<file path="config.mk">
export PLATFORM = sky130hd
export DESIGN_NAME = tape_word_transfer_flags
export DESIGN_NICKNAME = d
export VERILOG_FILES = /design/src/core/tape_pkg.sv /design/src/core/tape_word_transfer_flags.sv
export SDC_FILE = /design/constraint.sdc
export NUM_CORES = 1
export LEC_CHECK = 0
export ABC_AREA = 1
export BUFFER_PORTS_ARGS = -buffer_cell sky130_fd_sc_hd__buf_2
export CAP_MARGIN = 20
export CORE_MARGIN = 4
export CORE_UTILIZATION = 39
export DETAILED_ROUTE_END_ITERATION = 8
export HOLD_SLACK_MARGIN = 0.15
export PLACE_DENSITY = 0.72
export SLEW_MARGIN = 20
export SYNTH_ARGS = -nofsm -noshare
export SYNTH_HDL_FRONTEND = slang
export SYNTH_SLANG_ARGS = --single-unit
</file>
<file path="constraint.sdc">
create_clock -name mclk -period 2.05 [get_ports mclk]
set_input_delay 0.1025 -clock mclk [delete_from_list [all_inputs] [get_ports mclk]]
set_output_delay 0.1025 -clock mclk [all_outputs]
set_load 0.05 [all_outputs]
</file>
<file path="src/core/tape_pkg.sv">
package tape_pkg;
  // Register byte offsets, decoded on the low address nibble.
  localparam logic [3:0] CTRL_OFS   = 4'h0;
  localparam logic [3:0] DATA_OFS   = 4'h4;
  localparam logic [3:0] STATUS_OFS = 4'h8;
  localparam logic [3:0] SELECT_OFS = 4'hC;
  // Control register fields and reset value.
  localparam int         MODE_LSB   = 0;
  localparam int         REV_BIT    = 2;
  localparam int         GO_BIT     = 3;
  localparam logic [3:0] CTRL_RST   = 4'h0;
  localparam logic [1:0] MODE_READ  = 2'h2;
  localparam logic [1:0] MODE_WRITE = 2'h3;
  // Status word bit positions.
  localparam int ST_DATA  = 0;
  localparam int ST_BLOCK = 1;
  localparam int ST_ERROR = 2;
  localparam int ST_END   = 3;
  localparam int ST_LATE  = 4;
  localparam int ST_REV   = 5;
  localparam int ST_GO    = 6;
  localparam int ST_MARK  = 7;
  localparam int ST_UNABL = 8;
  // Tape word width and the minus-zero checksum seed.
  localparam int          WORD_W     = 18;
  localparam logic [17:0] MINUS_ZERO = 18'h3FFFF;
  // Block gap timing, nominal for forward motion.
  localparam int CLK_NS        = 20;
  localparam int READ_GAP_US   = 1400;
  localparam int WRITE_GAP_US  = 1600;
  localparam int READ_GAP_CYC  = READ_GAP_US * 1000 / CLK_NS;
  localparam int WRITE_GAP_CYC = WRITE_GAP_US * 1000 / CLK_NS;
  // Wishbone request from the master.
  typedef struct packed {
    logic        cyc;
    logic        stb;
    logic        we;
    logic [3:0]  adr;
    logic [3:0]  sel;
    logic [31:0] dat;
  } wbReq_t;
  // Events and data from the transport heads and tracks.
  typedef struct packed {
    logic        wordSlot;
    logic        sumSlot;
    logic        lastBlockWord;
    logic        farEnd;
    logic        markTrackFault;
    logic        unable;
    logic [17:0] word;
  } tapeIn_t;
  // Commands and data toward the transport.
  typedef struct packed {
    logic        go;
    logic        reverse;
    logic        writeStrobe;
    logic        sumAtForward;
    logic [17:0] word;
  } tapeOut_t;
  typedef enum {SQ_WORDS, SQ_GAP} seq_t;
endpackage

</file>
<file path="src/core/tape_word_transfer_flags.sv">
// Operation
// - Read data flag; host takes word quickly
// - First read flag carries reverse checksum
// - Read to write skips one word
// - Write data flag; host supplies word
// - Entering write writes minus-zero checksum first
// - First write flag requests first word
// - Read block flag, data flag after gap
// - Write block flag requests checksum; gap
// - Mode change at last word deferred
// - Error only from end, late, mark
// - Far end: end bit, error, stop
// - Uncleared flag overrun sets late bit
// - Track faults set mark fault bit
// - Status read returns bits zero to eight
// - Reverse timing within twenty percent
// - Late bit means slow host service
// - Select, load clear; commands clear flags
// - Status word bit layout fixed
//
// Design decisions made here: the Wishbone register port and the register addresses.
`timescale 1ns/10ps
module tape_word_transfer_flags #(
  parameter int readGapCycles  = tape_pkg::READ_GAP_CYC,
  parameter int writeGapCycles = tape_pkg::WRITE_GAP_CYC
) (
  // Clock and reset.
  input  wire logic               mclk,
  input  wire logic               srst,
  // Wishbone slave.
  input  wire tape_pkg::wbReq_t   wbReq,
  output logic                    wbAck,
  output logic [31:0]             wbDatOut,
  // Transport side.
  input  wire tape_pkg::tapeIn_t  tapeIn,
  output tape_pkg::tapeOut_t      tapeOut,
  // Flags toward the host.
  output logic                    dataFlag,
  output logic                    blockFlag,
  output logic                    errorFlag
);
  import tape_pkg::*;

  //////////////////////////////////////////////////////////////////////////
  // Bus decode.
  logic        next_wbAck;     // Ack one cycle after the strobe.
  logic [31:0] next_wbDatOut;  // Read data captured with the ack.
  logic        hit;            // The edge at which the access completes.
  logic        wrCtrl;         // Load-control command.
  logic        wrData;         // Write-word command.
  logic        rdData;         // Read-word command.
  logic        wrSel;          // Unit-select command.
  logic [8:0]  status;         // Assembled status word.

  //////////////////////////////////////////////////////////////////////////
  // Core state.
  logic [3:0]        ctrl, next_ctrl;         // Mode, reverse, go.
  logic [3:0]        pendCtrl, next_pendCtrl; // Deferred control word.
  logic              pendValid, next_pendValid;
  logic              sumPending, next_sumPending;
  logic              skipOne, next_skipOne;
  logic [WORD_W-1:0] wordBuffer, next_wordBuffer;
  logic              endBit, next_endBit;
  logic              lateBit, next_lateBit;
  logic              markBit, next_markBit;
  logic              unableBit, next_unableBit;
  logic [16:0]       gapCnt, next_gapCnt;
  seq_t              seq, next_seq;
  logic              next_dataFlag, next_blockFlag, next_errorFlag;
  tapeOut_t          next_tapeOut;
  logic              clearAll;   // Clears error, bits and flags.
  logic              clearDb;    // Clears data and block flags.
  logic              setData;    // Hardware raises the data flag.
  logic              setBlock;   // Hardware raises the block flag.
  logic              lateEv;     // A flag arrived on top of its twin.
  logic              errSet;     // Any error cause this cycle.
  logic              inRead, inWrite, gapDone;
  logic [16:0]       gapLimit;

  // The completing edge is the one that sees ack high, so command
  // side effects happen once per access, never on the request edge.
  always_comb begin
    hit    = wbReq.cyc && wbReq.stb && wbAck;
    wrCtrl = hit && wbReq.we && wbReq.sel[0] && wbReq.adr == CTRL_OFS;
    wrData = hit && wbReq.we && wbReq.sel[0] && wbReq.adr == DATA_OFS;
    wrSel  = hit && wbReq.we && wbReq.sel[0] && wbReq.adr == SELECT_OFS;
    rdData = hit && !wbReq.we && wbReq.adr == DATA_OFS;
    // Fixed bit layout of the status word.
    status = {unableBit, markBit, ctrl[GO_BIT], ctrl[REV_BIT], lateBit,
              endBit, errorFlag, blockFlag, dataFlag};
    next_wbAck    = wbReq.cyc && wbReq.stb && !wbAck;
    next_wbDatOut = 32'h0;
    // Unmapped offsets read as zero and still answer.
    if (wbReq.adr == CTRL_OFS) begin
      next_wbDatOut = {28'h0, ctrl};
    end else if (wbReq.adr == DATA_OFS) begin
      next_wbDatOut = {14'h0, wordBuffer};
    end else if (wbReq.adr == STATUS_OFS) begin
      next_wbDatOut = {23'h0, status};
    end
  end

  // Bus registers.
  always_ff @(posedge mclk) begin
    if (srst) begin
      wbAck    <= 1'b0;
      wbDatOut <= 32'h0;
    end else begin
      wbAck    <= next_wbAck;
      wbDatOut <= next_wbDatOut;
    end
  end

  //////////////////////////////////////////////////////////////////////////
  // Flag, timing and transfer logic.
  always_comb begin
    next_ctrl       = ctrl;
    next_pendCtrl   = pendCtrl;
    next_pendValid  = pendValid;
    next_sumPending = sumPending;
    next_skipOne    = skipOne;
    next_wordBuffer = wordBuffer;
    next_gapCnt     = gapCnt;
    next_seq        = seq;
    next_unableBit  = tapeIn.unable;
    next_tapeOut    = tapeOut;
    next_tapeOut.writeStrobe = 1'b0;
    setData  = 1'b0;
    setBlock = 1'b0;
    clearAll = wrCtrl || wrSel;
    clearDb  = clearAll || rdData || wrData;
    inRead   = ctrl[GO_BIT] && ctrl[1:0] == MODE_READ;
    inWrite  = ctrl[GO_BIT] && ctrl[1:0] == MODE_WRITE;
    // Reverse motion uses the nominal counts; the transport's own
    // spread stays inside the tolerance the host must allow for.
    gapLimit = inRead ? 17'(readGapCycles) : 17'(writeGapCycles);
    gapDone  = seq == SQ_GAP && gapCnt >= gapLimit - 17'h1;
    // Read mode: buffer the head word and raise the flags.
    if (inRead && seq == SQ_WORDS && tapeIn.wordSlot) begin
      next_wordBuffer = tapeIn.word;
      setData         = 1'b1;
    end else if (inRead && seq == SQ_WORDS && tapeIn.sumSlot) begin
      next_wordBuffer = tapeIn.word;
      setBlock        = 1'b1;
      next_seq        = SQ_GAP;
      next_gapCnt     = 17'h0;
    end else if (inRead && gapDone) begin
      // The first word of the block is the reverse checksum.
      next_wordBuffer = tapeIn.word;
      setData         = 1'b1;
      next_seq        = SQ_WORDS;
    end else if (inWrite && seq == SQ_WORDS && tapeIn.wordSlot) begin
      // A word slot both writes the last supplied word and asks for
      // the next one; the slot after a read-to-write switch is idle.
      if (skipOne) begin
        next_skipOne = 1'b0;
      end else begin
        next_tapeOut.writeStrobe = 1'b1;
        next_tapeOut.word        = wordBuffer;
      end
      if (tapeIn.lastBlockWord) begin
        next_sumPending = 1'b1;
      end
      setData = 1'b1;
    end else if (inWrite && seq == SQ_WORDS && tapeIn.sumSlot) begin
      setBlock    = 1'b1;
      next_seq    = SQ_GAP;
      next_gapCnt = 17'h0;
    end else if (inWrite && gapDone) begin
      // Checksum goes out and the deferred mode change applies in the same cycle.
      next_tapeOut.writeStrobe  = 1'b1;
      next_tapeOut.word         = wordBuffer;
      next_tapeOut.sumAtForward = !ctrl[REV_BIT];
      next_sumPending           = 1'b0;
      next_seq                  = SQ_WORDS;
      setData                   = 1'b1;
      if (pendValid) begin
        next_ctrl      = pendCtrl;
        next_pendValid = 1'b0;
      end
    end else if (seq == SQ_GAP && (inRead || inWrite)) begin
      // The gap runs only while the tape moves in a transfer mode, so a
      // stop inside a gap cannot drive the counter past its limit.
      next_gapCnt = gapCnt + 17'h1;
    end
    // Host loads the buffer with the word or the checksum.
    if (wrData) begin
      next_wordBuffer = wbReq.dat[WORD_W-1:0];
    end
    // Load control: defer while a written block still owes its sum.
    if (wrCtrl && inWrite && sumPending) begin
      next_pendCtrl  = wbReq.dat[3:0];
      next_pendValid = 1'b1;
    end else if (wrCtrl) begin
      next_ctrl = wbReq.dat[3:0];
      next_seq  = SQ_WORDS;
      // Leaving write mode drops any owed checksum, so a later entry
      // into write mode does not defer its commands for no reason.
      if (wbReq.dat[1:0] != MODE_WRITE) begin
        next_sumPending = 1'b0;
      end
      if (wbReq.dat[1:0] == MODE_WRITE && ctrl[1:0] != MODE_WRITE) begin
        // Seed the checksum slot chosen by the commanded direction.
        next_tapeOut.writeStrobe  = 1'b1;
        next_tapeOut.word         = MINUS_ZERO;
        next_tapeOut.sumAtForward = !wbReq.dat[REV_BIT];
        next_skipOne              = ctrl[1:0] == MODE_READ;
      end
    end
    // Far end of tape stops motion regardless of the command.
    if (tapeIn.farEnd) begin
      next_ctrl[GO_BIT] = 1'b0;
      next_pendValid    = 1'b0;
      next_sumPending   = 1'b0;
    end
    // Overrun: a new flag while the previous is still standing, and
    // not being cleared now, means the host serviced too slowly.
    lateEv = (setData && dataFlag && !clearDb) ||
             (setBlock && blockFlag && !clearDb);
    errSet = lateEv || tapeIn.farEnd || tapeIn.markTrackFault;
    // Set wins over clear for every sticky flag and bit.
    next_dataFlag  = (dataFlag && !clearDb) || setData;
    next_blockFlag = (blockFlag && !clearDb) || setBlock;
    next_errorFlag = (errorFlag && !clearAll) || errSet;
    next_endBit    = (endBit && !clearAll) || tapeIn.farEnd;
    next_lateBit   = (lateBit && !clearAll) || lateEv;
    next_markBit   = (markBit && !clearAll) ||
                     tapeIn.markTrackFault;
    next_tapeOut.go      = next_ctrl[GO_BIT];
    next_tapeOut.reverse = next_ctrl[REV_BIT];
  end

  // Core registers.
  always_ff @(posedge mclk) begin
    if (srst) begin
      ctrl       <= CTRL_RST;
      pendCtrl   <= CTRL_RST;
      pendValid  <= 1'b0;
      sumPending <= 1'b0;
      skipOne    <= 1'b0;
      wordBuffer <= '0;
      endBit     <= 1'b0;
      lateBit    <= 1'b0;
      markBit    <= 1'b0;
      unableBit  <= 1'b0;
      gapCnt     <= 17'h0;
      seq        <= SQ_WORDS;
      dataFlag   <= 1'b0;
      blockFlag  <= 1'b0;
      errorFlag  <= 1'b0;
      tapeOut    <= '0;
    end else begin
      ctrl       <= next_ctrl;
      pendCtrl   <= next_pendCtrl;
      pendValid  <= next_pendValid;
      sumPending <= next_sumPending;
      skipOne    <= next_skipOne;
      wordBuffer <= next_wordBuffer;
      endBit     <= next_endBit;
      lateBit    <= next_lateBit;
      markBit    <= next_markBit;
      unableBit  <= next_unableBit;
      gapCnt     <= next_gapCnt;
      seq        <= next_seq;
      dataFlag   <= next_dataFlag;
      blockFlag  <= next_blockFlag;
      errorFlag  <= next_errorFlag;
      tapeOut    <= next_tapeOut;
    end
  end
endmodule // tape_word_transfer_flags

</file>
* Word-level counts from Yosys, hierarchy flattened
Index checks and enable logic that the tools add are counted.
** Operators by class
- $lt $le $gt $ge :: 1
- Multiplexer cells :: 80
- Bitwise gates (word level) :: 1
- Equal/unequal tests :: 17
- Add/sub/neg operators :: 2
- Reduce and logical (&&, ||, !) cells :: 64
** Operator list (count)
- $mux 32 :: 8
- $mux 20 :: 8
- $mux 18 :: 7
- $mux 17 :: 6
- $mux 4 :: 10
- $mux 1 :: 39
- $logic_and 1x1->1 :: 35
- $eq 32x2->1 const B :: 1
- $logic_not 32->1 :: 1
- $add 17x1->17 const B :: 1
- $ge 17x17->1 :: 1
- $sub 17x1->17 const B :: 1
- $mux 14 :: 1
- $logic_or 1x1->1 :: 13
- $ne 2x1->1 const B :: 5
- $mux 9 :: 1
- $eq 4x4->1 const B :: 2
- $ne 2x2->1 const B :: 4
- $eq 2x2->1 const B :: 3
- $logic_not 1->1 :: 6
- $reduce_and 6->1 :: 1
- $reduce_and 5->1 :: 1
- $eq 4x3->1 const B :: 1
- $logic_not 4->1 :: 1
- 7 further kinds :: 8
** Storage, ports and cells
- Input port bits :: 69
- Register bits after elaboration :: 140
- Word-level logic and storage cells :: 189
- Output and inout bits :: 58

* Logic depth before layout (Yosys ltp)
- Depth in word-level cells :: 19
- Mapped depth :: 18
- Mapped depth without buffers :: 18

* Worst setup path after synthesis
Ideal clock, no wire load.
- Kind :: reg2reg
- From :: reg, netlist name tapeOut[21]
- To :: reg tapeOut[9] (netlist bit)
- Stages on the path, launching flop included :: 17
- Arrival time :: 2.097 ns
- Setup time :: 0.133 ns
- Path buffers :: 1
- Path slack :: -0.181 ns
- Data required time :: 1.917 ns
- Period minus slack after synthesis :: 2.231 ns
- Path through :: dfxtp_1 -> nand3_2 -> ha_1 -> nand2_1 -> nor2_1 -> nand2_1 -> nor2_1 -> nand2_1 -> nor2_2 -> nor2_4 -> nand2_4 -> nand3_4 -> nand2_4 -> inv_4 -> buf_8 -> nand2_1 -> a21oi_2
** RTL lines
- to (signal assigned) :: RTL line tape_word_transfer_flags.sv:268 : tapeOut <= next_tapeOut;
- to (decl) :: RTL line tape_word_transfer_flags.sv:36 : output tape_pkg::tapeOut_t tapeOut,

* Worst setup path in the final report
- From :: reg ctrl[0]
- To :: reg wordBuffer[14]
** Between the ends
- Word-level cells in the longest chain between the ends :: 8
- Elaborated cells on any way between the ends :: 14
- Those cells by class :: 1 x add/sub; 1 x order compare; 1 x eq/ne; 4 x mux; 7 x reduce/logical
** Ends and longest elaborated chain
- from (decl) :: RTL line tape_word_transfer_flags.sv:57 : logic [3:0] ctrl, next_ctrl;
- from (signal assigned) :: RTL line tape_word_transfer_flags.sv:253 : ctrl <= next_ctrl;
- $eq 2x2->1 * :: RTL line tape_word_transfer_flags.sv:132 : inRead = ctrl[GO_BIT] && ctrl[1:0] == MODE_READ;
- $logic_and 1x1->1 * :: RTL line tape_word_transfer_flags.sv:132
- $mux 14 :: RTL line tape_word_transfer_flags.sv:136 : gapLimit = inRead ? 17'(readGapCycles) : 17'(writeGapCycles);
- $sub 17x1->17 :: RTL line tape_word_transfer_flags.sv:137 : gapDone = seq == SQ_GAP && gapCnt >= gapLimit - 17'h1;
- $ge 17x17->1 :: RTL line tape_word_transfer_flags.sv:137
- $logic_and 1x1->1 :: RTL line tape_word_transfer_flags.sv:137
- $logic_and 1x1->1 :: RTL line tape_word_transfer_flags.sv:147 : end else if (inRead && gapDone) begin
- $reduce_bool 4->1 (no line)
- to (signal assigned) :: RTL line tape_word_transfer_flags.sv:258 : wordBuffer <= next_wordBuffer;
- to (decl) :: RTL line tape_word_transfer_flags.sv:62 : logic [WORD_W-1:0] wordBuffer, next_wordBuffer;
Mark *: on every way between the ends. The rest lies on a longest branch, timed or not.
A chain may end at the register's enable or synchronous reset.

==> impl_metrics.csv <==
group,metric,value,unit
min_path,hold_end,"blockFlag",
layout,layout.cells.most_common,"nand2_1",
timing,worst_slew_pin_slew,0.652,ns
timing,finalHoldViolations,0,
pwr,comb_power_share,5.9,%
min_path,hold_path_depth,5,
timing,drv_slew,0,
timing,period_share,108,%
pwr,vdd_drop_max,0.664,mV
layout,final_nets,1181,
die,io_pins,127,
place,hpwlAfterDp,12600,µm
critical_path,end_kind,"flip-flop",
critical_path,reg2regPathDepth,16,
detailed_routing,drc,0,
detailed_routing,drt_first_pass_iters,5,
die,rows,45,
detailed_routing,vias,6564,
critical_path,crit_fanout,6,
timing,setup_viol,58,
critical_path,critPathLaunchType,"flip-flop",
logic_synthesis,yosys.cell_types.count,43,
layout,fillerInstances,1412,
timing,max_freq,450,MHz
outcome,failed_checks,"setup timing",
logic_synthesis,yosys_register_bits,124,
clock_network,tritoncts,"yes",
place,gp_congestion,0.880,
layout,design_area,0.00868,mm²
logic_synthesis,netlist_area,0.00620,mm²
timing,fin_tns_setup,-5.41,ns
outcome,outcome,"finished, violations left",
logic_synthesis,syn_area_per_cell,6.78,µm²
die,die-area,0.0180,mm²
grt,overflow,0,
critical_path,cp.arrival,2.54,ns
layout,final_cell_mix,"nand2_1 (188), nor2_1 (146), dfxtp_1 (120)",
logic_synthesis,netlist_instances,914,
layout,drive_gt1_share,27.1,%
layout,diodes,0,
clock_network,cts_sinks,124,
grt,grt_pass1_vias,6287,
min_path,hp-class,"in2reg",
critical_path,crit_required,2.36,ns
timing,clock_skew,0.00589,ns
grt,grt_pass1_wl,29900,µm
pwr,switching_share,22.5,%
min_path,min_from,"wbReq[40]",
timing,rsz0062_at_grt,"yes",
grt,antenna_found_initial,0,
detailed_routing,drtAntennaViolNets,0,
pwr,power_frac_seq,43.9,%
clock_network,clk_latency,0.42,ns
pwr,power_density,636,mW/mm²
detailed_routing,routedWlPerCell,14.6,µm
clock_network,cts-root-buf,"clkbuf_16",
pwr,power_frac_clock,50.3,%
place,port-buffer-count,95,
pwr,power_leakage,3.96,nW
clock_network,clk_pin_slew,0.05,ns
detailed_routing,first_iter_violations,488,
place,placed_area,0.00726,mm²
pwr,intPower,0.00428,W
clock_network,numCtsBuffers,17,
layout,syn_to_final_growth,40.1,%
logic_synthesis,ys_seq_area_share,40.1,%
logic_synthesis,ys_warn_count,0,
die,core,0.0154,mm²
critical_path,r2r_setup_slack,-0.17,ns
timing,period_needed,2.22,ns
timing,fin_ws,-0.173,ns
critical_path,crit_type,"reg2reg",
die,die_h,134,µm
critical_path,rr_startpoint,"ctrl[0]",
clock_network,htree_levels,4,
detailed_routing,wl,19400,µm
die,die_w,134,µm
die,start_util,40.3,%
job,drv_cap,0,
clock_network,clockBufferDepth,2,
pwr,p_sw,0.00124,W
grt,grtUsageTotal,20.5,%
timing,relSlewSlack,56.3,%
critical_path,r2r_end,"wordBuffer[14]",
grt,grt_max_degree,36,
detailed_routing,via_per_inst,4.92,
-- flip-flops by register name (all words and copies together), names as in the netlist --
signal and flops:
pendValid 1, wbAck 1, sumPending 1, ctrl 3, wordBuffer 18, skipOne 1
tapeOut 21, endBit 1, seq 32, lateBit 1, wbDatOut 18, gapCnt 17
unableBit 1, errorFlag 1, pendCtrl 4, markBit 1, dataFlag 1, blockFlag 1
-- cell usage after synthesis --
cell type	n	area [µm²]
conb_1	1	3.75
o21ai_1	1	5.00
nand3b_1	10	75.1
nand3_2	4	40.0
nor3_1	5	25.0
dfxtp_1	124	2480
nand4_2	1	12.5
o21ai_0	22	110
nand2_2	10	62.6
nor2_1	159	597
nor3b_1	3	22.5
inv_1	115	432
o211ai_1	12	90.1
ha_1	2	25.0
nand3_1	77	385
clkbuf_1	16	60.1
clkinv_1	2	7.51
and3_1	1	6.26
xor2_1	4	35.0
buf_2	11	55.1
nand4_1	11	68.8
nor2b_1	1	6.26
inv_4	1	6.26
nand4_4	1	21.3
a211oi_1	3	22.5
nor2_4	5	56.3
o21a_1	1	7.51
nor4_1	4	25.0
a21oi_1	49	245
a21oi_2	9	78.8
or2_2	4	25.0
a21o_1	1	7.51
buf_1	1	3.75
buf_4	19	143
buf_8	1	15.0
a31oi_1	5	31.3
nand2_1	196	736
nand3_4	2	35.0
o31ai_1	8	60.1
inv_2	7	26.3
nor2_2	2	12.5
nand2_4	2	22.5
a221oi_1	1	8.76
-- repair_timing --
item	in CTS	in global routing
resized for setup	32	51
endpoints found under the hold margin	35	0
pin swaps	1	17
buffers inserted	4	7
hold buffers	44	0
gates cloned	2	2
setup endpoints to repair	62	97
-- metrics by stage --
stage	setup slack [ns]	hold slack [ns]	cells	util (%)	total power [W]
finish	-0.173	0.187	1334	56.5	0.00552
detailed placement	-0.149	0.319	1248	47.2	0.00271
floorplan	-0.0785	0.209	927	-	0.00263
global placement	-0.0704	0.314	1248	47.2	0.00271
CTS	-0.124	0.174	1329	54.7	0.00553
global route	-0.308	0.203	1334	56.5	0.00567
-- worst max-delay path, stage by stage (launching register included) --
cell,delay [ns]
dfxtp_4,0.35
clkinv_4,0.05
nand3_4,0.07
ha_4,0.25
nand2_2,0.06
nor2_2,0.04
buf_4,0.14
a31oi_4,0.13
nand2_2,0.07
nand2_2,0.07
nand2_4,0.08
nand3_4,0.11
nand3_4,0.19
buf_12,0.22
buf_6,0.12
nor2_2,0.09
nor2_1,0.05
-- kinds of logic (layout without fill, tap and decap cells) --
family / Yosys count / in the layout / synth area share (%)
and+or+nand+nor: 498 / 498 / 36.1
buffers and inverters: 173 / 369 / 12.1
DFF: 124 / 124 / 40.1
AOI/OAI and AO/OA: 112 / 112 / 10.8
xor gates and xnor gates: 4 / 4 / 0.565
adders and majority gates: 2 / 2 / 0.404
other: 1 / 14 / 0.0605
-- final cells by class --
cell class | instances | area (µm²) | area share [%]
multi-input cells | 630 | 3280 | 37.8
flip-flops and latches | 124 | 2490 | 28.7
repair buffers | 212 | 1600 | 18.5
clock buffers | 26 | 520 | 6.00
inverters | 125 | 489 | 5.64
well taps | 211 | 264 | 3.04
clock inverters | 6 | 32.5 | 0.375
-- power groups by stage --
| stage | registers (W) | logic [W] | clock network (W) |
|---|---|---|---|
| 6_report | 0.00242 | 0.000323 | 0.00277 |
| 5_1_grt | 0.00242 | 0.000346 | 0.00291 |
| 4_1_cts | 0.00242 | 0.000308 | 0.00280 |
| 3_5_place_dp | 0.00247 | 0.000241 | 0 |
| 3_3_place_gp | 0.00247 | 0.000239 | 0 |
| 2_1_floorplan | 0.00248 | 0.000153 | 0 |
-- worst max path at each step --
stage / start / to / slack (ns) / cells past startpoint
detailed placement: ctrl[0] / tapeOut[1] / -0.15 / 18
finish: ctrl[0] / wordBuffer[14] / -0.17 / 16
CTS: ctrl[0] / tapeOut[21] / -0.12 / 18
global route: ctrl[0] / tapeOut[17] / -0.31 / 17
global placement: ctrl[0] / tapeOut[2] / -0.07 / 18
floorplan: ctrl[0] / tapeOut[12] / -0.08 / 17
-- layer usage --
metal,GRT usage [%],part of all wire [%]
met1,25.8,43
met2,34.2,47
met3,4.65,7.0
met4,7.81,2.8
met5,0,0
(Power assumes the default switching activity.)
